--- config.mk ---
export PLATFORM = sky130hd
export DESIGN_NAME = tc8_timer
export DESIGN_NICKNAME = d
export VERILOG_FILES = /design/src/design/tc8_pkg.sv /design/src/design/tc8_timer.sv
export SDC_FILE = /design/constraint.sdc
export NUM_CORES = 1
export LEC_CHECK = 0
export BUFFER_PORTS_ARGS = -buffer_cell sky130_fd_sc_hd__buf_2
export CORE_MARGIN = 4
export CORE_UTILIZATION = 30
export DETAILED_ROUTE_END_ITERATION = 8
export PLACE_DENSITY = 0.56
export SLEW_MARGIN = 10
export SYNTH_ARGS = -nofsm -noshare
export SYNTH_HDL_FRONTEND = slang
export SYNTH_SLANG_ARGS = --single-unit
--- constraint.sdc ---
create_clock -name pclk -period 6.95 [get_ports pclk]
set_clock_uncertainty 0.2 [all_clocks]
set_input_delay 1.39 -clock pclk [delete_from_list [all_inputs] [get_ports pclk]]
set_output_delay 1.39 -clock pclk [all_outputs]
set_load 0.02 [all_outputs]
--- src/design/tc8_pkg.sv ---
package tc8_pkg;

    // ------------------------------------------------------------
    // register byte offsets
    // ------------------------------------------------------------
    localparam logic [7:0] OFF_CTRL = 8'h00;
    localparam logic [7:0] OFF_FORCE = 8'h04;
    localparam logic [7:0] OFF_COUNT = 8'h08;
    localparam logic [7:0] OFF_CMP_A = 8'h0c;
    localparam logic [7:0] OFF_CMP_B = 8'h10;
    localparam logic [7:0] OFF_FLAGS = 8'h14;
    localparam logic [7:0] OFF_STATUS = 8'h18;

    // ------------------------------------------------------------
    // field positions
    // ------------------------------------------------------------
    localparam int CTRL_MODE_LSB = 0;
    localparam int CTRL_ACT_A_LSB = 4;
    localparam int CTRL_ACT_B_LSB = 6;
    localparam int CTRL_CS_LSB = 8;
    localparam int FORCE_A_BIT = 0;
    localparam int FORCE_B_BIT = 1;
    localparam int FLAG_OVF_BIT = 0;
    localparam int FLAG_MA_BIT = 1;
    localparam int FLAG_MB_BIT = 2;

    // ------------------------------------------------------------
    // values and counts
    // ------------------------------------------------------------
    localparam logic [7:0] CNT_BOTTOM = 8'h00;
    localparam logic [7:0] CNT_MAX = 8'hff;
    localparam logic [7:0] RST_BYTE = 8'h00;
    localparam logic [1:0] ACT_NONE = 2'h0;
    localparam logic [1:0] ACT_TOGGLE = 2'h1;
    localparam logic [1:0] ACT_CLEAR = 2'h2;
    localparam logic [1:0] ACT_SET = 2'h3;
    localparam logic [9:0] DIV_8 = 10'h007;
    localparam logic [9:0] DIV_64 = 10'h03f;
    localparam logic [9:0] DIV_256 = 10'h0ff;
    localparam logic [9:0] DIV_1024 = 10'h3ff;

    // ------------------------------------------------------------
    // types
    // ------------------------------------------------------------
    typedef enum logic [2:0] {
        MODE_NORMAL = 3'h0,
        MODE_PHASE_FF = 3'h1,
        MODE_CLEAR_ON_MATCH = 3'h2,
        MODE_FAST_FF = 3'h3,
        MODE_RSV4 = 3'h4,
        MODE_PHASE_CA = 3'h5,
        MODE_RSV6 = 3'h6,
        MODE_FAST_CA = 3'h7
    } tc8_mode_t;

    typedef enum logic [2:0] {
        CS_STOP = 3'h0,
        CS_DIV1 = 3'h1,
        CS_DIV8 = 3'h2,
        CS_DIV64 = 3'h3,
        CS_DIV256 = 3'h4,
        CS_DIV1024 = 3'h5,
        CS_RSV6 = 3'h6,
        CS_RSV7 = 3'h7
    } tc8_clk_sel_t;

    typedef struct packed {
        logic value;
        logic oe;
    } tc8_pin_t;

    typedef struct packed {
        logic value;
        logic ddr;
    } tc8_port_t;

endpackage

--- src/design/tc8_timer.sv ---
// What this block does
// compare values double-buffered in PWM modes, direct in normal and clear modes
// buffered compare copied to active register only at top, while counting up
// force strobe in non-PWM modes applies action, no flag, counter untouched
// counter write blocks all compare matches in next timer cycle, even stopped
// software must not write counter equal to compare or bottom when counting down
// output states keep their values across mode changes
// action select unbuffered, applies at next match or via force strobe
// reset clears both output states to zero
// nonzero action select replaces port value; direction stays with port bit
// action select zero leaves output state unchanged on match
// normal mode counts up, wraps ff to 00, overflow flag set on zero
// hardware only sets overflow flag; software clears it
// mode 2 clears counter on match with compare value a
// compare a below count in mode 2: count runs through wrap first
// mode 2 action one toggles output a on each match
// mode 2 overflow flag set when counter passes max to 00; the code skips it when compare a is ff
// fast PWM single slope; mode 3 top ff, mode 7 top compare a
// fast PWM clears counter in the timer cycle after top match
// fast PWM action two clears on match sets at bottom; three inverse
// fast PWM action one toggles a only with top mode bit; not on b
// fast PWM overflow flag set each time counter reaches top
// fast PWM compare a at bottom spikes; at max output stays constant
// compare match sets its flag on the following timer cycle
// modes 1 and 5 are dual-slope phase-correct PWM
// reserved mode codes count as normal mode
//
// Implementation choices: the register addresses and the APB register port.
module tc8_timer (
    input wire logic pclk,
    input wire logic presetn,
    input wire logic psel,
    input wire logic penable,
    input wire logic pwrite,
    input wire logic [7:0] paddr,
    input wire logic [31:0] pwdata,
    output logic [31:0] prdata,
    output logic pready,
    output logic pslverr,
    input wire tc8_pkg::tc8_port_t port_a,
    input wire tc8_pkg::tc8_port_t port_b,
    output tc8_pkg::tc8_pin_t pin_a,
    output tc8_pkg::tc8_pin_t pin_b
);

    // ------------------------------------------------------------
    // state
    // ------------------------------------------------------------
    tc8_pkg::tc8_mode_t mode_q;
    tc8_pkg::tc8_clk_sel_t cs_q;
    logic [1:0] act_a_q, act_b_q;
    logic [7:0] cnt_q, cmp_a_buf_q, cmp_b_buf_q, cmp_a_q, cmp_b_q;
    logic down_q, block_q, ovf_q, flag_a_q, flag_b_q, out_a_q, out_b_q, tick, addr_ok;
    logic [9:0] pre_q;
    logic [31:0] rdata_d;

    // ------------------------------------------------------------
    // apb access
    // ------------------------------------------------------------
    logic acc, wr, is_pwm, is_fast, is_phase, is_ctc, at_top, hit_a, hit_b, fa, fb;
    logic [7:0] top;

    assign acc = psel && penable && pready;
    assign wr = acc && pwrite;
    always_comb
    begin
        addr_ok = 1'b1;
        rdata_d = 32'h0000_0000;
        case (paddr)
            tc8_pkg::OFF_CTRL:
            begin
                rdata_d[tc8_pkg::CTRL_MODE_LSB +: 3] = mode_q;
                rdata_d[tc8_pkg::CTRL_ACT_A_LSB +: 2] = act_a_q;
                rdata_d[tc8_pkg::CTRL_ACT_B_LSB +: 2] = act_b_q;
                rdata_d[tc8_pkg::CTRL_CS_LSB +: 3] = cs_q;
            end
            tc8_pkg::OFF_FORCE: rdata_d = 32'h0000_0000;
            tc8_pkg::OFF_COUNT: rdata_d[7:0] = cnt_q;
            tc8_pkg::OFF_CMP_A: rdata_d[7:0] = cmp_a_buf_q;
            tc8_pkg::OFF_CMP_B: rdata_d[7:0] = cmp_b_buf_q;
            tc8_pkg::OFF_FLAGS:
            begin
                rdata_d[tc8_pkg::FLAG_OVF_BIT] = ovf_q;
                rdata_d[tc8_pkg::FLAG_MA_BIT] = flag_a_q;
                rdata_d[tc8_pkg::FLAG_MB_BIT] = flag_b_q;
            end
            tc8_pkg::OFF_STATUS: rdata_d[2:0] = {down_q, out_b_q, out_a_q};
            default: addr_ok = 1'b0;
        endcase
    end

    // one wait state: ready and read data both come from flops
    always_ff @(posedge pclk or negedge presetn)
    begin
        if (!presetn)
        begin
            pready <= 1'b0;
            prdata <= 32'h0000_0000;
            pslverr <= 1'b0;
        end
        else
        begin
            pready <= psel && penable && !pready;
            prdata <= (psel && penable && !pready && !pwrite) ? rdata_d : 32'h0000_0000;
            pslverr <= psel && penable && !pready && !addr_ok;
        end
    end

    always_ff @(posedge pclk or negedge presetn)
    begin
        if (!presetn)
        begin
            mode_q <= tc8_pkg::MODE_NORMAL;
            cs_q <= tc8_pkg::CS_STOP;
            act_a_q <= tc8_pkg::ACT_NONE;
            act_b_q <= tc8_pkg::ACT_NONE;
        end
        else if (wr && paddr == tc8_pkg::OFF_CTRL)
        begin
            mode_q <= tc8_pkg::tc8_mode_t'(pwdata[tc8_pkg::CTRL_MODE_LSB +: 3]);
            cs_q <= tc8_pkg::tc8_clk_sel_t'(pwdata[tc8_pkg::CTRL_CS_LSB +: 3]);
            act_a_q <= pwdata[tc8_pkg::CTRL_ACT_A_LSB +: 2];
            act_b_q <= pwdata[tc8_pkg::CTRL_ACT_B_LSB +: 2];
        end
    end

    // ------------------------------------------------------------
    // prescaler: one-cycle timer tick
    // ------------------------------------------------------------
    always_ff @(posedge pclk or negedge presetn)
    begin
        if (!presetn)
            pre_q <= 10'h000;
        else if (cs_q == tc8_pkg::CS_STOP)
            pre_q <= 10'h000;
        else
            pre_q <= pre_q + 10'h001;
    end

    always_comb
    begin
        case (cs_q)
            tc8_pkg::CS_DIV1: tick = 1'b1;
            tc8_pkg::CS_DIV8: tick = (pre_q[2:0] == tc8_pkg::DIV_8[2:0]);
            tc8_pkg::CS_DIV64: tick = (pre_q[5:0] == tc8_pkg::DIV_64[5:0]);
            tc8_pkg::CS_DIV256: tick = (pre_q[7:0] == tc8_pkg::DIV_256[7:0]);
            tc8_pkg::CS_DIV1024: tick = (pre_q == tc8_pkg::DIV_1024);
            default: tick = 1'b0;
        endcase
    end

    // ------------------------------------------------------------
    // mode decode
    // ------------------------------------------------------------
    always_comb
    begin
        is_fast = 1'b0;
        is_phase = 1'b0;
        is_ctc = 1'b0;
        top = tc8_pkg::CNT_MAX;
        case (mode_q)
            tc8_pkg::MODE_CLEAR_ON_MATCH:
            begin
                is_ctc = 1'b1;
                top = cmp_a_q;
            end
            tc8_pkg::MODE_FAST_FF: is_fast = 1'b1;
            tc8_pkg::MODE_FAST_CA:
            begin
                is_fast = 1'b1;
                top = cmp_a_q;
            end
            tc8_pkg::MODE_PHASE_FF: is_phase = 1'b1;
            tc8_pkg::MODE_PHASE_CA:
            begin
                is_phase = 1'b1;
                top = cmp_a_q;
            end
            default: top = tc8_pkg::CNT_MAX;
        endcase
    end

    assign is_pwm = is_fast || is_phase;
    assign at_top = (cnt_q == top);
    assign hit_a = tick && !block_q && (cnt_q == cmp_a_q);
    assign hit_b = tick && !block_q && (cnt_q == cmp_b_q);

    // ------------------------------------------------------------
    // counter and direction
    // ------------------------------------------------------------
    always_ff @(posedge pclk or negedge presetn)
    begin
        if (!presetn)
        begin
            cnt_q <= tc8_pkg::RST_BYTE;
            down_q <= 1'b0;
        end
        else if (wr && paddr == tc8_pkg::OFF_COUNT)
            cnt_q <= pwdata[7:0];
        else if (tick)
        begin
            if (is_phase)
            begin
                if (!down_q && at_top)
                begin
                    down_q <= 1'b1;
                    cnt_q <= cnt_q - 8'h01;
                end
                else if (down_q && cnt_q == tc8_pkg::CNT_BOTTOM)
                begin
                    down_q <= 1'b0;
                    cnt_q <= cnt_q + 8'h01;
                end
                else
                    cnt_q <= down_q ? cnt_q - 8'h01 : cnt_q + 8'h01;
            end
            else
            begin
                down_q <= 1'b0;
                if ((is_ctc || is_fast) && at_top)
                    cnt_q <= tc8_pkg::CNT_BOTTOM;
                else
                    cnt_q <= cnt_q + 8'h01;
            end
        end
    end

    // a counter write blocks matches until the next timer tick has passed
    always_ff @(posedge pclk or negedge presetn)
    begin
        if (!presetn)
            block_q <= 1'b0;
        else if (wr && paddr == tc8_pkg::OFF_COUNT)
            block_q <= 1'b1;
        else if (tick)
            block_q <= 1'b0;
    end

    // ------------------------------------------------------------
    // compare values and their buffers
    // ------------------------------------------------------------
    always_ff @(posedge pclk or negedge presetn)
    begin
        if (!presetn)
        begin
            cmp_a_buf_q <= tc8_pkg::RST_BYTE;
            cmp_b_buf_q <= tc8_pkg::RST_BYTE;
        end
        else if (wr)
        begin
            if (paddr == tc8_pkg::OFF_CMP_A)
                cmp_a_buf_q <= pwdata[7:0];
            if (paddr == tc8_pkg::OFF_CMP_B)
                cmp_b_buf_q <= pwdata[7:0];
        end
    end

    always_ff @(posedge pclk or negedge presetn)
    begin
        if (!presetn)
        begin
            cmp_a_q <= tc8_pkg::RST_BYTE;
            cmp_b_q <= tc8_pkg::RST_BYTE;
        end
        else if (!is_pwm)
        begin
            if (wr && paddr == tc8_pkg::OFF_CMP_A)
                cmp_a_q <= pwdata[7:0];
            if (wr && paddr == tc8_pkg::OFF_CMP_B)
                cmp_b_q <= pwdata[7:0];
        end
        else if (tick && at_top && !down_q)
        begin
            cmp_a_q <= cmp_a_buf_q;
            cmp_b_q <= cmp_b_buf_q;
        end
    end

    // ------------------------------------------------------------
    // flags: set wins over a write-one clear
    // ------------------------------------------------------------
    logic ovf_set, clr;
    always_comb
    begin
        ovf_set = 1'b0;
        if (tick)
        begin
            if (is_fast)
                ovf_set = at_top;
            else if (is_phase)
                ovf_set = down_q && cnt_q == 8'h01;
            else if (is_ctc)
                ovf_set = (cnt_q == tc8_pkg::CNT_MAX) && !at_top;
            else
                ovf_set = (cnt_q == tc8_pkg::CNT_MAX);
        end
    end
    assign clr = wr && paddr == tc8_pkg::OFF_FLAGS;
    always_ff @(posedge pclk or negedge presetn)
    begin
        if (!presetn)
        begin
            ovf_q <= 1'b0;
            flag_a_q <= 1'b0;
            flag_b_q <= 1'b0;
        end
        else
        begin
            if (ovf_set)
                ovf_q <= 1'b1;
            else if (clr && pwdata[tc8_pkg::FLAG_OVF_BIT])
                ovf_q <= 1'b0;
            if (hit_a)
                flag_a_q <= 1'b1;
            else if (clr && pwdata[tc8_pkg::FLAG_MA_BIT])
                flag_a_q <= 1'b0;
            if (hit_b)
                flag_b_q <= 1'b1;
            else if (clr && pwdata[tc8_pkg::FLAG_MB_BIT])
                flag_b_q <= 1'b0;
        end
    end

    // ------------------------------------------------------------
    // waveform output states
    // ------------------------------------------------------------
    function automatic logic next_out(input logic cur, input logic [1:0] act, input logic hit,
        input logic bottom_evt, input logic up, input logic fast, input logic phase,
        input logic toggle_ok);
        logic r;
        r = cur;
        if (fast)
        begin
            if (bottom_evt && act[1])
                r = (act == tc8_pkg::ACT_CLEAR);
            else if (hit && act[1])
                r = (act == tc8_pkg::ACT_SET);
            else if (hit && act == tc8_pkg::ACT_TOGGLE && toggle_ok)
                r = !cur;
        end
        else if (phase)
        begin
            if (hit && act[1])
                r = up ? (act == tc8_pkg::ACT_SET) : (act == tc8_pkg::ACT_CLEAR);
            else if (hit && act == tc8_pkg::ACT_TOGGLE && toggle_ok)
                r = !cur;
        end
        else if (hit)
        begin
            case (act)
                tc8_pkg::ACT_TOGGLE: r = !cur;
                tc8_pkg::ACT_CLEAR: r = 1'b0;
                tc8_pkg::ACT_SET: r = 1'b1;
                default: r = cur;
            endcase
        end
        return r;
    endfunction
    logic force_wr, bottom_evt;
    assign force_wr = wr && paddr == tc8_pkg::OFF_FORCE && !is_pwm;
    assign bottom_evt = tick && is_fast && at_top;
    assign fa = force_wr && pwdata[tc8_pkg::FORCE_A_BIT];
    assign fb = force_wr && pwdata[tc8_pkg::FORCE_B_BIT];
    // mode changes never touch these flops
    always_ff @(posedge pclk or negedge presetn)
    begin
        if (!presetn)
        begin
            out_a_q <= 1'b0;
            out_b_q <= 1'b0;
        end
        else
        begin
            out_a_q <= next_out(out_a_q, act_a_q, hit_a || fa, bottom_evt, !down_q,
                                is_fast, is_phase, mode_q[2]);
            out_b_q <= next_out(out_b_q, act_b_q, hit_b || fb, bottom_evt, !down_q,
                                is_fast, is_phase, 1'b0);
        end
    end

    // ------------------------------------------------------------
    // port pin override
    // ------------------------------------------------------------
    always_ff @(posedge pclk or negedge presetn)
    begin
        if (!presetn)
        begin
            pin_a <= '0;
            pin_b <= '0;
        end
        else
        begin
            pin_a.value <= (act_a_q != tc8_pkg::ACT_NONE) ? out_a_q : port_a.value;
            pin_a.oe <= port_a.ddr;
            pin_b.value <= (act_b_q != tc8_pkg::ACT_NONE) ? out_b_q : port_b.value;
            pin_b.oe <= port_b.ddr;
        end
    end

endmodule

### Word-level counts from Yosys, hierarchy flattened

Cells that the tools add are included.

| word-level totals | value |
|---|---|
| bits in registers | 84 |
| bits in latches | 0 |
| RAM bits | 0 |
| bits in read-only memories | 0 |
| output and inout port bits | 38 |
| logic and storage cells | 197 |
| memories | 0 |

| operators by class | value |
|---|---|
| $add $sub $neg | 3 |
| multiply operators | 0 |
| div/mod/pow operators | 0 |
| order comparisons | 0 |
| equal/unequal tests | 35 |
| shift operators | 0 |
| muxes and demuxes | 59 |
| bitwise operators | 1 |
| reductions and logical operators | 75 |

Operator list:

| cell | count |
|---|---|
| $mux 8 | 14 |
| $logic_and 1x1->1 | 36 |
| $mux 1 | 36 |
| $eq 8x5->1 const B | 3 |
| $eq 8x8->1 | 3 |
| $pmux 3 s6 | 1 |
| $eq 8x4->1 const B | 2 |
| $eq 8x8->1 const B | 2 |
| $logic_not 8->1 | 2 |
| $pmux 4 s4 | 1 |
| $reduce_bool 2->1 | 8 |
| $eq 3x3->1 const B | 5 |
| $eq 3x2->1 const B | 4 |
| $mux 11 | 1 |
| $add 10x1->10 const B | 1 |
| $eq 10x10->1 const B | 1 |
| $mux 10 | 1 |
| $reduce_and 2->1 | 5 |
| $reduce_bool 5->1 | 2 |
| $logic_not 1->1 | 9 |
| $pmux 1 s3 | 3 |
| $add 8x1->8 const B | 1 |
| $eq 2x2->1 const B | 4 |
| $eq 8x1->1 const B | 1 |
| other kinds (19) | 27 |

### Longest topological paths before layout

Gate-level depths: netlist of run 1.

| depth | value |
|---|---|
| depth in word-level cells | 14 |
| mapped depth | 10 |

### Worst setup path before layout of run 1

Ideal clock, no wire load.

| path | value |
|---|---|
| path type | input -> register |
| start point | in paddr[0] |
| end point | reg act_a_q[0] |
| setup time | 125 ps |
| data arrival time | 3528 ps |
| path slack | 3097 ps |
| cell stages on the path | 9 |
| cell sequence | or4_1 > clkbuf_1 > nor4_1 > nor2b_1 > buf_2 > inv_1 > nor3_2 > buf_2 > mux2_2 |

| between the ends | value |
|---|---|
| word-level cells in the longest chain between the ends | 2 |

RTL lines:

| element | RTL line | source |
|---|---|---|
| start, declared | tc8_timer.sv:35 | `input wire logic [7:0] paddr,` |
| $logic_not 8->1 | tc8_timer.sv:118 | `else if (wr && paddr == tc8_pkg::OFF_CTRL)` |
| $logic_and 1x1->1 | tc8_timer.sv:118 |  |
| end signal, assigned | tc8_timer.sv:115 | `act_a_q <= tc8_pkg::ACT_NONE;` |
| end signal, assigned | tc8_timer.sv:122 | `act_a_q <= pwdata[tc8_pkg::CTRL_ACT_A_LSB +: 2];` |
| end, declared | tc8_timer.sv:51 | `logic [1:0] act_a_q, act_b_q;` |

No other way between the ends.
A chain may end at the register's enable or synchronous reset.

### Final worst setup path of run 1

| path | value |
|---|---|
| start point | in paddr[0] |
| end point | reg act_b_q[1] |

| between the ends | value |
|---|---|
| word-level cells in the longest chain between the ends | 2 |

RTL lines:

| element | RTL line | source |
|---|---|---|
| $logic_not 8->1 | tc8_timer.sv:118 |  |
| $logic_and 1x1->1 | tc8_timer.sv:118 |  |
| end signal, assigned | tc8_timer.sv:116 | `act_b_q <= tc8_pkg::ACT_NONE;` |
| end signal, assigned | tc8_timer.sv:123 | `act_b_q <= pwdata[tc8_pkg::CTRL_ACT_B_LSB +: 2];` |
| end, declared | tc8_timer.sv:51 |  |

No other way between the ends.

==> reports/qor.tcl, run 1 <==
set qor(outcome) {completed}
set qor(swShare_pct) 26.1
set qor(worst-path-max-fanout) 13
set qor(timing.hold.worst_path_depth) 1
set qor(peak_supply_drop_uv) 139
set qor(initialDrtViolationCount) 359
set qor(antenna_found_initial) 0
set qor(worst_reg2reg_path_depth) 7
set qor(area.sequential_um2) 2100
set qor(tritoncts) {built}
set qor(multiInputGateArea_um2) 2640
set qor(syn-instance-count) 536
set qor(synth.cell_area_um2) 5000
set qor(path_delay_family) {simple AND/OR/NAND/NOR gates}
set qor(drtPass1Iterations) 5
set qor(die-height_um) 137
set qor(layout_worst_path_cycle_share_pct) 63.1
set qor(detailedPlacementHpwl_um) 10300
set qor(core_um2) 16100
set qor(slew_margin_rel_pct) 22.2
set qor(yosys_warnings) 0
set qor(synth_flop_cell) {sky130_fd_sc_hd__dfrtp_1}
set qor(globalRouteMet3Util_pct) 4.41
set qor(cts.clk_slew.worst_paths_ns) 0.06
set qor(fmax_mhz) 228
set qor(power.internal_mw) 0.781
set qor(pre_cts_setup_slack_ns) 2.26
set qor(setup.worst_path.end_class) {flop}
set qor(route.final.wire_length_um) 14400
set qor(number_of_enable_type_register_cells_in_the_synthesized_netlist) 0
set qor(worst_path_max_delay_cell) {sky130_fd_sc_hd__nor3_2}
set qor(cts_resized) 0
set qor(antenna_cells_inserted) 0
set qor(postSynthRegisterBits) 84
set qor(critPathLaunchType) {input port}
set qor(grt_pass1_vias) 4126
set qor(fillers) 1661
set qor(routed-via-count) 4267
set qor(postPlaceCellArea_um2) 5320
set qor(share_clk_of_total_power_pct) 44.5
set qor(worst-endpoint-arrival_ns) 4.42
set qor(global_route.usage.met1_pct) 20.6
set qor(cellLeakagePower_nw) 2.46
set qor(ctsHtreeMaxLevel) 3
set qor(holdCritPathClass) {reg -> reg}
set qor(fin_nets) 618
set qor(die_area_um2) 18800
set qor(tns_ns) 0
set qor(globalRoute.totalOverflow) 0
set qor(clock_latency_ns) 0.35
set qor(routabilityCongestion) 0.904
set qor(slew_violations) 0
set qor(post_synth_num_cell_types) 66
set qor(net-switching-power_mw) 0.275
set qor(timing_worst_setup_path_type) {in -> reg}
set qor(grt_max_degree) 85
set qor(post-route-worst-setup-slack_ns) 2.56
set qor(cts-root-to-sink-buffers) 2
set qor(asyncSetResetFlopFracSynth_pct) 100
set qor(timing.max_cap.violations) 0
set qor(required_time_at_the_worst_slack_endpoint_ns) 6.99
set qor(post_drt_wl_per_cell_um) 18.3
set qor(i_o_buffers) 44
set qor(cp_slowest_stage_delay_ns) 0.72
set qor(io_pins) 87
set qor(cts.sink_count) 84
set qor(placementRows) 46
set qor(pwr-share-seq_pct) 48.4
set qor(drive_above_1_share_pct) 17.9
set qor(cts_inserted_buffers) 9
set qor(detail_route.vias_per_cell) 5.44
set qor(avgSynthCellArea_um2) 9.32
set qor(finish_stage_setup_viols) 0
set qor(clock_tree.root_cell) {sky130_fd_sc_hd__clkbuf_16}
set qor(grt_setup_unrepaired) {false}
set qor(layout_min_cycle_time_ns) 4.39
set qor(busiest_layer) {met2}
set qor(areaGrowthSynthToFinish_pct) 12.2
set qor(initial_core_util_pct) 31.0
set qor(critical_path.n_buffers_inverters) 2
set qor(grt_use_met2_pct) 25.5
set qor(detail-route-antenna-nets) 0
set qor(grt_pass1_wl_um) 22500
set qor(drt_drc_violations_left) 0
set qor(hold_violations) 0
set qor(ys_seq_area_share_pct) 42.1
set qor(die_w_um) 137
set qor(powerDensity_nw_per_um2) 188
set qor(fin_util_pct) 34.8
set qor(share_comb_of_total_power_pct) 7.1
set qor(grt_usage_pct) 15.7
set qor(timing.critical_path.depth) 7
set qor(final.hold.worst_slack_ns) 0.271
set qor(path_cells) {buf_2, or4_1, nor4_1, nor2b_1, inv_1, nor3_2, mux2_2}
set qor(max_slew.worst_pin.slew_ns) 1.16
set qor(cts.repair_timing.setup_buffer_count) 0
set qor(cts_hold_repair.buffers) 0
set qor(post-route-cell-area_um2) 5600
[logic make-up (layout without fill, tap and decap cells)]
kind of cell | Yosys count | in the layout | synth area share (%)
other | 1 | 21 | 0.0751
AND/OR/NAND/NOR | 190 | 190 | 19.4
multiplexers | 43 | 43 | 9.27
flip-flops | 84 | 84 | 42.1
XOR/XNOR | 17 | 17 | 2.98
adder cells (fa/ha/maj) | 5 | 5 | 1.25
buffers and inverters | 65 | 78 | 6.64
AO/OA/AOI/OAI | 131 | 131 | 18.3
[Yosys cell counts, types with 2 or more instances]
library cell | n | area share [%]
sky130_fd_sc_hd__mux2_2 | 26 | 5.9
sky130_fd_sc_hd__nor2b_1 | 12 | 1.5
sky130_fd_sc_hd__dfrtp_1 | 84 | 42
sky130_fd_sc_hd__nor2_1 | 34 | 2.6
sky130_fd_sc_hd__nor4_2 | 3 | 0.75
sky130_fd_sc_hd__a32o_1 | 2 | 0.40
sky130_fd_sc_hd__a21boi_0 | 2 | 0.30
sky130_fd_sc_hd__a22oi_1 | 13 | 2.0
sky130_fd_sc_hd__a31oi_1 | 9 | 1.1
sky130_fd_sc_hd__ha_1 | 5 | 1.3
sky130_fd_sc_hd__a221oi_1 | 3 | 0.53
sky130_fd_sc_hd__xnor2_1 | 12 | 2.1
sky130_fd_sc_hd__o21ai_0 | 32 | 3.2
sky130_fd_sc_hd__nand2b_1 | 9 | 1.1
sky130_fd_sc_hd__a21oi_1 | 30 | 3.0
sky130_fd_sc_hd__buf_2 | 7 | 0.70
sky130_fd_sc_hd__or3_1 | 9 | 1.1
sky130_fd_sc_hd__nand2_1 | 57 | 4.3
sky130_fd_sc_hd__nand3_1 | 11 | 1.1
sky130_fd_sc_hd__a211o_1 | 2 | 0.35
sky130_fd_sc_hd__mux2i_1 | 17 | 3.4
sky130_fd_sc_hd__a222oi_1 | 3 | 0.60
sky130_fd_sc_hd__nor4_1 | 8 | 1.0
sky130_fd_sc_hd__o211ai_1 | 2 | 0.30
sky130_fd_sc_hd__clkbuf_1 | 21 | 1.6
sky130_fd_sc_hd__nor4b_1 | 2 | 0.35
sky130_fd_sc_hd__a211oi_1 | 4 | 0.60
sky130_fd_sc_hd__or4_1 | 3 | 0.45
sky130_fd_sc_hd__inv_1 | 14 | 1.1
sky130_fd_sc_hd__buf_4 | 21 | 3.2
sky130_fd_sc_hd__and2_1 | 6 | 0.75
sky130_fd_sc_hd__o221ai_1 | 2 | 0.35
sky130_fd_sc_hd__o2bb2ai_1 | 3 | 0.53
sky130_fd_sc_hd__and3_1 | 6 | 0.75
sky130_fd_sc_hd__nor3_1 | 14 | 1.4
sky130_fd_sc_hd__a311oi_1 | 3 | 0.53
sky130_fd_sc_hd__a21o_1 | 4 | 0.60
sky130_fd_sc_hd__nand4_1 | 9 | 1.1
sky130_fd_sc_hd__xor2_1 | 5 | 0.88
[worst register-to-register path, delay by kind of cell (launching register included)]
| kind | cells | cell delay, ns |
|---|---|---|
| AND/OR/NAND/NOR | 5 | 2.24 |
| flip-flops | 1 | 0.65 |
| AO/OA/AOI/OAI | 2 | 0.68 |
[area by class of cell]
type                    instances  area share, %
multi-input cells             407           47.2
flip-flops and latches         84           37.5
well taps                     216           4.82
clock buffers                  11           4.51
repair buffers                 47           4.38
inverters                      15           1.00
clock inverters                 5          0.625
[placed cells by master, fill, tap and decap left out, types with 11 or more instances in the layout]
master | netlist | final
sky130_fd_sc_hd__nand2_1 | 57 | 57
sky130_fd_sc_hd__inv_1 | 14 | 14
sky130_fd_sc_hd__mux2i_1 | 17 | 17
sky130_fd_sc_hd__a21oi_1 | 30 | 30
sky130_fd_sc_hd__nor2b_1 | 12 | 12
sky130_fd_sc_hd__nor2_1 | 34 | 34
sky130_fd_sc_hd__conb_1 | 1 | 21
sky130_fd_sc_hd__o21ai_0 | 32 | 32
sky130_fd_sc_hd__xnor2_1 | 12 | 12
sky130_fd_sc_hd__nor3_1 | 14 | 13
sky130_fd_sc_hd__mux2_2 | 26 | 26
sky130_fd_sc_hd__a22oi_1 | 13 | 13
sky130_fd_sc_hd__buf_2 | 7 | 43
sky130_fd_sc_hd__dfrtp_1 | 84 | 84
sky130_fd_sc_hd__nand3_1 | 11 | 11
[power groups by stage]
stage                     registers, mW  clock network (mW)  logic, mW
final                             0.511               0.470     0.0747
after detailed placement          0.520                   0     0.0745
after global routing              0.512               0.499     0.0823
after global placement            0.520                   0     0.0730
after floorplan                   0.510                   0     0.0555
after CTS                         0.511               0.481     0.0748
[flip-flops by register name, indices dropped and copies added, names as in the netlist, 2 cells and up]
signal / count
pin_a: 2
cmp_a_q: 8
cnt_q: 8
cmp_a_buf_q: 8
act_a_q: 2
pre_q: 10
prdata: 11
cmp_b_q: 8
mode_q: 3
cmp_b_buf_q: 8
cs_q: 3
act_b_q: 2
pin_b: 2
[metal layers]
layer | wire length [um] | vias up
met5 | 0 | -
met4 | 267 | 0
met3 | 1180 | 30
met2 | 6850 | 185
met1 | 6090 | 2081
li1 | - | 1971
[path summary, 6_finish.rpt]
kind | startpoint | to | slack (ns)
max in group asynchronous | presetn | pre_q[7]$_DFF_PN0_ | 4.82
hold / removal | pre_q[0]$_DFF_PN0_ | pre_q[0]$_DFF_PN0_ | 0.27
hold reg to reg | pre_q[0]$_DFF_PN0_ | pre_q[0]$_DFF_PN0_ | 0.27
min in group asynchronous | presetn | pin_b[0]$_DFF_PN0_ | 1.04
setup / recovery | paddr[0] | act_b_q[1]$_DFFE_PN0P_ | 2.56
setup reg to reg | cnt_q[6]$_DFFE_PN0P_ | cmp_a_q[7]$_DFFE_PN0P_ | 3.02
[per-stage QoR]
step	instances	total power, mW
after global placement	769	0.593
final	785	1.06
after CTS	785	1.07
after global routing	785	1.09
after floorplan	556	0.566
after detailed placement	769	0.594
No activity file was read; power rests on OpenSTA's default activity.
==> inputs of run 2 (changes only) <==
PLACE_DENSITY = 0.58   (was 0.56)
clock period = 3.55 ns   (was 6.95 ns; I/O delays follow)
==> run 2 against run 1 <==
  * Sequential power increased by 94%
  * Global-route usage increased by 0.82 points
  * First-iteration DRC count increased by 10%
  * Total power increased by 100%
  * Clock power increased by 110%
  * Design area increased by 3.5%
  * Combinational power increased by 120%
  * Hold slack got worse by 0.0031 ns
  * Setup slack got worse by 2.1 ns
==> reports/qor.tcl, run 2 (synthesis results as in run 1) <==
set qor(routed-via-count) 4325 ;# +1.4%
set qor(tns_ns) 0 ;# unchanged
set qor(holdCritPathClass) {in -> reg}
set qor(worst-path-max-fanout) 13 ;# unchanged
set qor(placementRows) 46 ;# unchanged
set qor(outcome) {completed}
set qor(areaGrowthSynthToFinish_pct) 16.1
set qor(die_w_um) 137 ;# unchanged
set qor(hold_violations) 0 ;# unchanged
set qor(slew_violations) 0 ;# unchanged
set qor(cts_hold_repair.buffers) 0 ;# unchanged
set qor(io_pins) 87 ;# unchanged
set qor(grt_pass1_vias) 4240 ;# +2.8%
set qor(cellLeakagePower_nw) 2.58 ;# +4.8%
set qor(core_um2) 16100 ;# unchanged
set qor(totalPowerFinal_mw) 2.13 ;# +100%
set qor(finish_stage_setup_viols) 0 ;# unchanged
set qor(setup.worst_path.end_class) {flop}
set qor(grt_setup_unrepaired) {false}
set qor(post_drt_wl_per_cell_um) 18.3 ;# about the same
set qor(layout_common_cells) {sky130_fd_sc_hd__dfrtp_1, sky130_fd_sc_hd__nand2_1, sky130_fd_sc_hd__buf_2}
set qor(cts.clk_slew.worst_paths_ns) 0.06 ;# about the same
set qor(slew_margin_rel_pct) 27.6 ;# +5.4 points
set qor(cts_resized) 0 ;# unchanged
set qor(largest_reg_flops) 11 ;# unchanged
set qor(globalRoute.totalOverflow) 0 ;# unchanged
set qor(grt_pass1_wl_um) 23600 ;# +5.0%
set qor(grt_max_degree) 85 ;# unchanged
set qor(initial_core_util_pct) 31.0 ;# unchanged
set qor(ctsHtreeMaxLevel) 3 ;# unchanged
set qor(layout_commonest_cell) {sky130_fd_sc_hd__dfrtp_1}
set qor(clock_latency_ns) 0.35 ;# about the same
set qor(cts_inserted_buffers) 9 ;# unchanged
set qor(worst-endpoint-arrival_ns) 3.15 ;# -1.27 ns
set qor(tritoncts) {built}
set qor(max_flop_register) {prdata}
set qor(detail-route-antenna-nets) 0 ;# unchanged
set qor(i_o_buffers) 44 ;# unchanged
set qor(max_slew.worst_pin.slew_ns) 1.08 ;# -0.0839 ns
set qor(timing.max_cap.violations) 0 ;# unchanged
set qor(critPathLaunchType) {flop}
set qor(cts.repair_timing.setup_buffer_count) 0 ;# unchanged
set qor(die-height_um) 137 ;# unchanged
set qor(drive_above_1_share_pct) 21.1 ;# +3.2 points
set qor(cts-root-to-sink-buffers) 2 ;# unchanged
set qor(pre_cts_setup_slack_ns) 0.217 ;# -2.04 ns
set qor(layout_min_cycle_time_ns) 3.10
set qor(peak_supply_drop_uv) 413 ;# +200%
set qor(cts.sink_count) 84 ;# unchanged
set qor(layout_worst_path_cycle_share_pct) 87.2
set qor(post-route-worst-setup-slack_ns) 0.453 ;# -2.11 ns
set qor(routabilityCongestion) 0.881 ;# -2.6%
set qor(required_time_at_the_worst_slack_endpoint_ns) 3.61 ;# -3.38 ns
set qor(final.hold.worst_slack_ns) 0.268 ;# -0.00313 ns
set qor(powerDensity_nw_per_um2) 368 ;# +95%
set qor(clock_tree.root_cell) {sky130_fd_sc_hd__clkbuf_16}
set qor(route.final.wire_length_um) 14800 ;# +2.9%
set qor(drtPass1Iterations) 5 ;# unchanged
set qor(detail_route.vias_per_cell) 5.35 ;# -1.5%
set qor(initialDrtViolationCount) 396 ;# +10%
set qor(detailedPlacementHpwl_um) 10800 ;# +5.4%
set qor(antenna_found_initial) 0 ;# unchanged
set qor(timing_worst_setup_path_type) {reg -> reg}
set qor(layout_top_registers) {prdata (11), pre_q (10)}
set qor(grt_usage_pct) 16.5 ;# +0.82 points
set qor(fin_nets) 641 ;# +3.7%
set qor(fmax_mhz) 323
set qor(drt_drc_violations_left) 0 ;# unchanged
set qor(die_area_um2) 18800 ;# unchanged
set qor(antenna_cells_inserted) 0 ;# unchanged
-- run 2: cell count changes in the layout (fill, tap and decap cells not counted) --
cell / before / now
sky130_fd_sc_hd__clkinv_4: 1 / 2
sky130_fd_sc_hd__bufinv_16: 0 / 1
sky130_fd_sc_hd__buf_4: 4 / 27
sky130_fd_sc_hd__clkinv_2: 2 / 0
sky130_fd_sc_hd__clkinvlp_4: 1 / 2
sky130_fd_sc_hd__clkbuf_8: 2 / 1
-- run 2: path summary, 6_finish.rpt --
path	end	depth (start not counted)	from	slack, ns
min in group asynchronous	prdata[6]$_DFF_PN0_	1	presetn	0.36
worst max register to register	out_a_q$_DFFE_PN0P_	6	cnt_q[5]$_DFFE_PN0P_	0.45
max in group asynchronous	cmp_b_q[4]$_DFFE_PN0P_	1	presetn	2.11
worst min-delay path	pin_b[0]$_DFF_PN0_	1	port_b[0]	0.27
worst max-delay path	out_a_q$_DFFE_PN0P_	6	cnt_q[5]$_DFFE_PN0P_	0.45
worst min register to register	pre_q[0]$_DFF_PN0_	1	pre_q[0]$_DFF_PN0_	0.27
-- run 2: power breakdown --
part	switching [mW]	internal (mW)	total (mW)
Combinational	0.116	0.0509	0.167
Sequential	0.0200	0.970	0.990
Clock	0.407	0.569	0.976
Total	0.543	1.59	2.13
-- run 2: metal layers --
layer,GRT usage [%],vias to the layer above,share of wire [%]
met5,0,-,0
met4,5.88,0,2.0
met3,3.38,22,6.3
met2,25.9,165,47
met1,22.7,2127,45
li1,-,2011,-
-- run 2: layout make-up --
cell class / count / area, um^2
Sequential cell: 84 / 2100
Clock inverter: 6 / 71.3
Timing Repair Buffer: 70 / 418
Fill cell: 1662 / 10300
Clock buffer: 10 / 239
Tap cell: 216 / 270
Multi-Input combinational cell: 407 / 2640
Inverter: 15 / 56.3
-- run 2: worst max-delay path: stages, from the launching register on --
cell	delay, ns
sky130_fd_sc_hd__dfrtp_1	0.64
sky130_fd_sc_hd__o221ai_1	0.25
sky130_fd_sc_hd__or4_1	0.67
sky130_fd_sc_hd__o41ai_4	0.54
sky130_fd_sc_hd__mux2i_1	0.15
sky130_fd_sc_hd__a221o_1	0.36
sky130_fd_sc_hd__o221ai_1	0.18
-- run 2: metrics by stage --
step	std cells	instance area, um^2	util, %
final	808	5800	36.0
after global routing	808	5800	36.0
after CTS	808	5800	36.0
after detailed placement	792	5490	34.1
after global placement	792	5490	34.1
after floorplan	556	5070	-
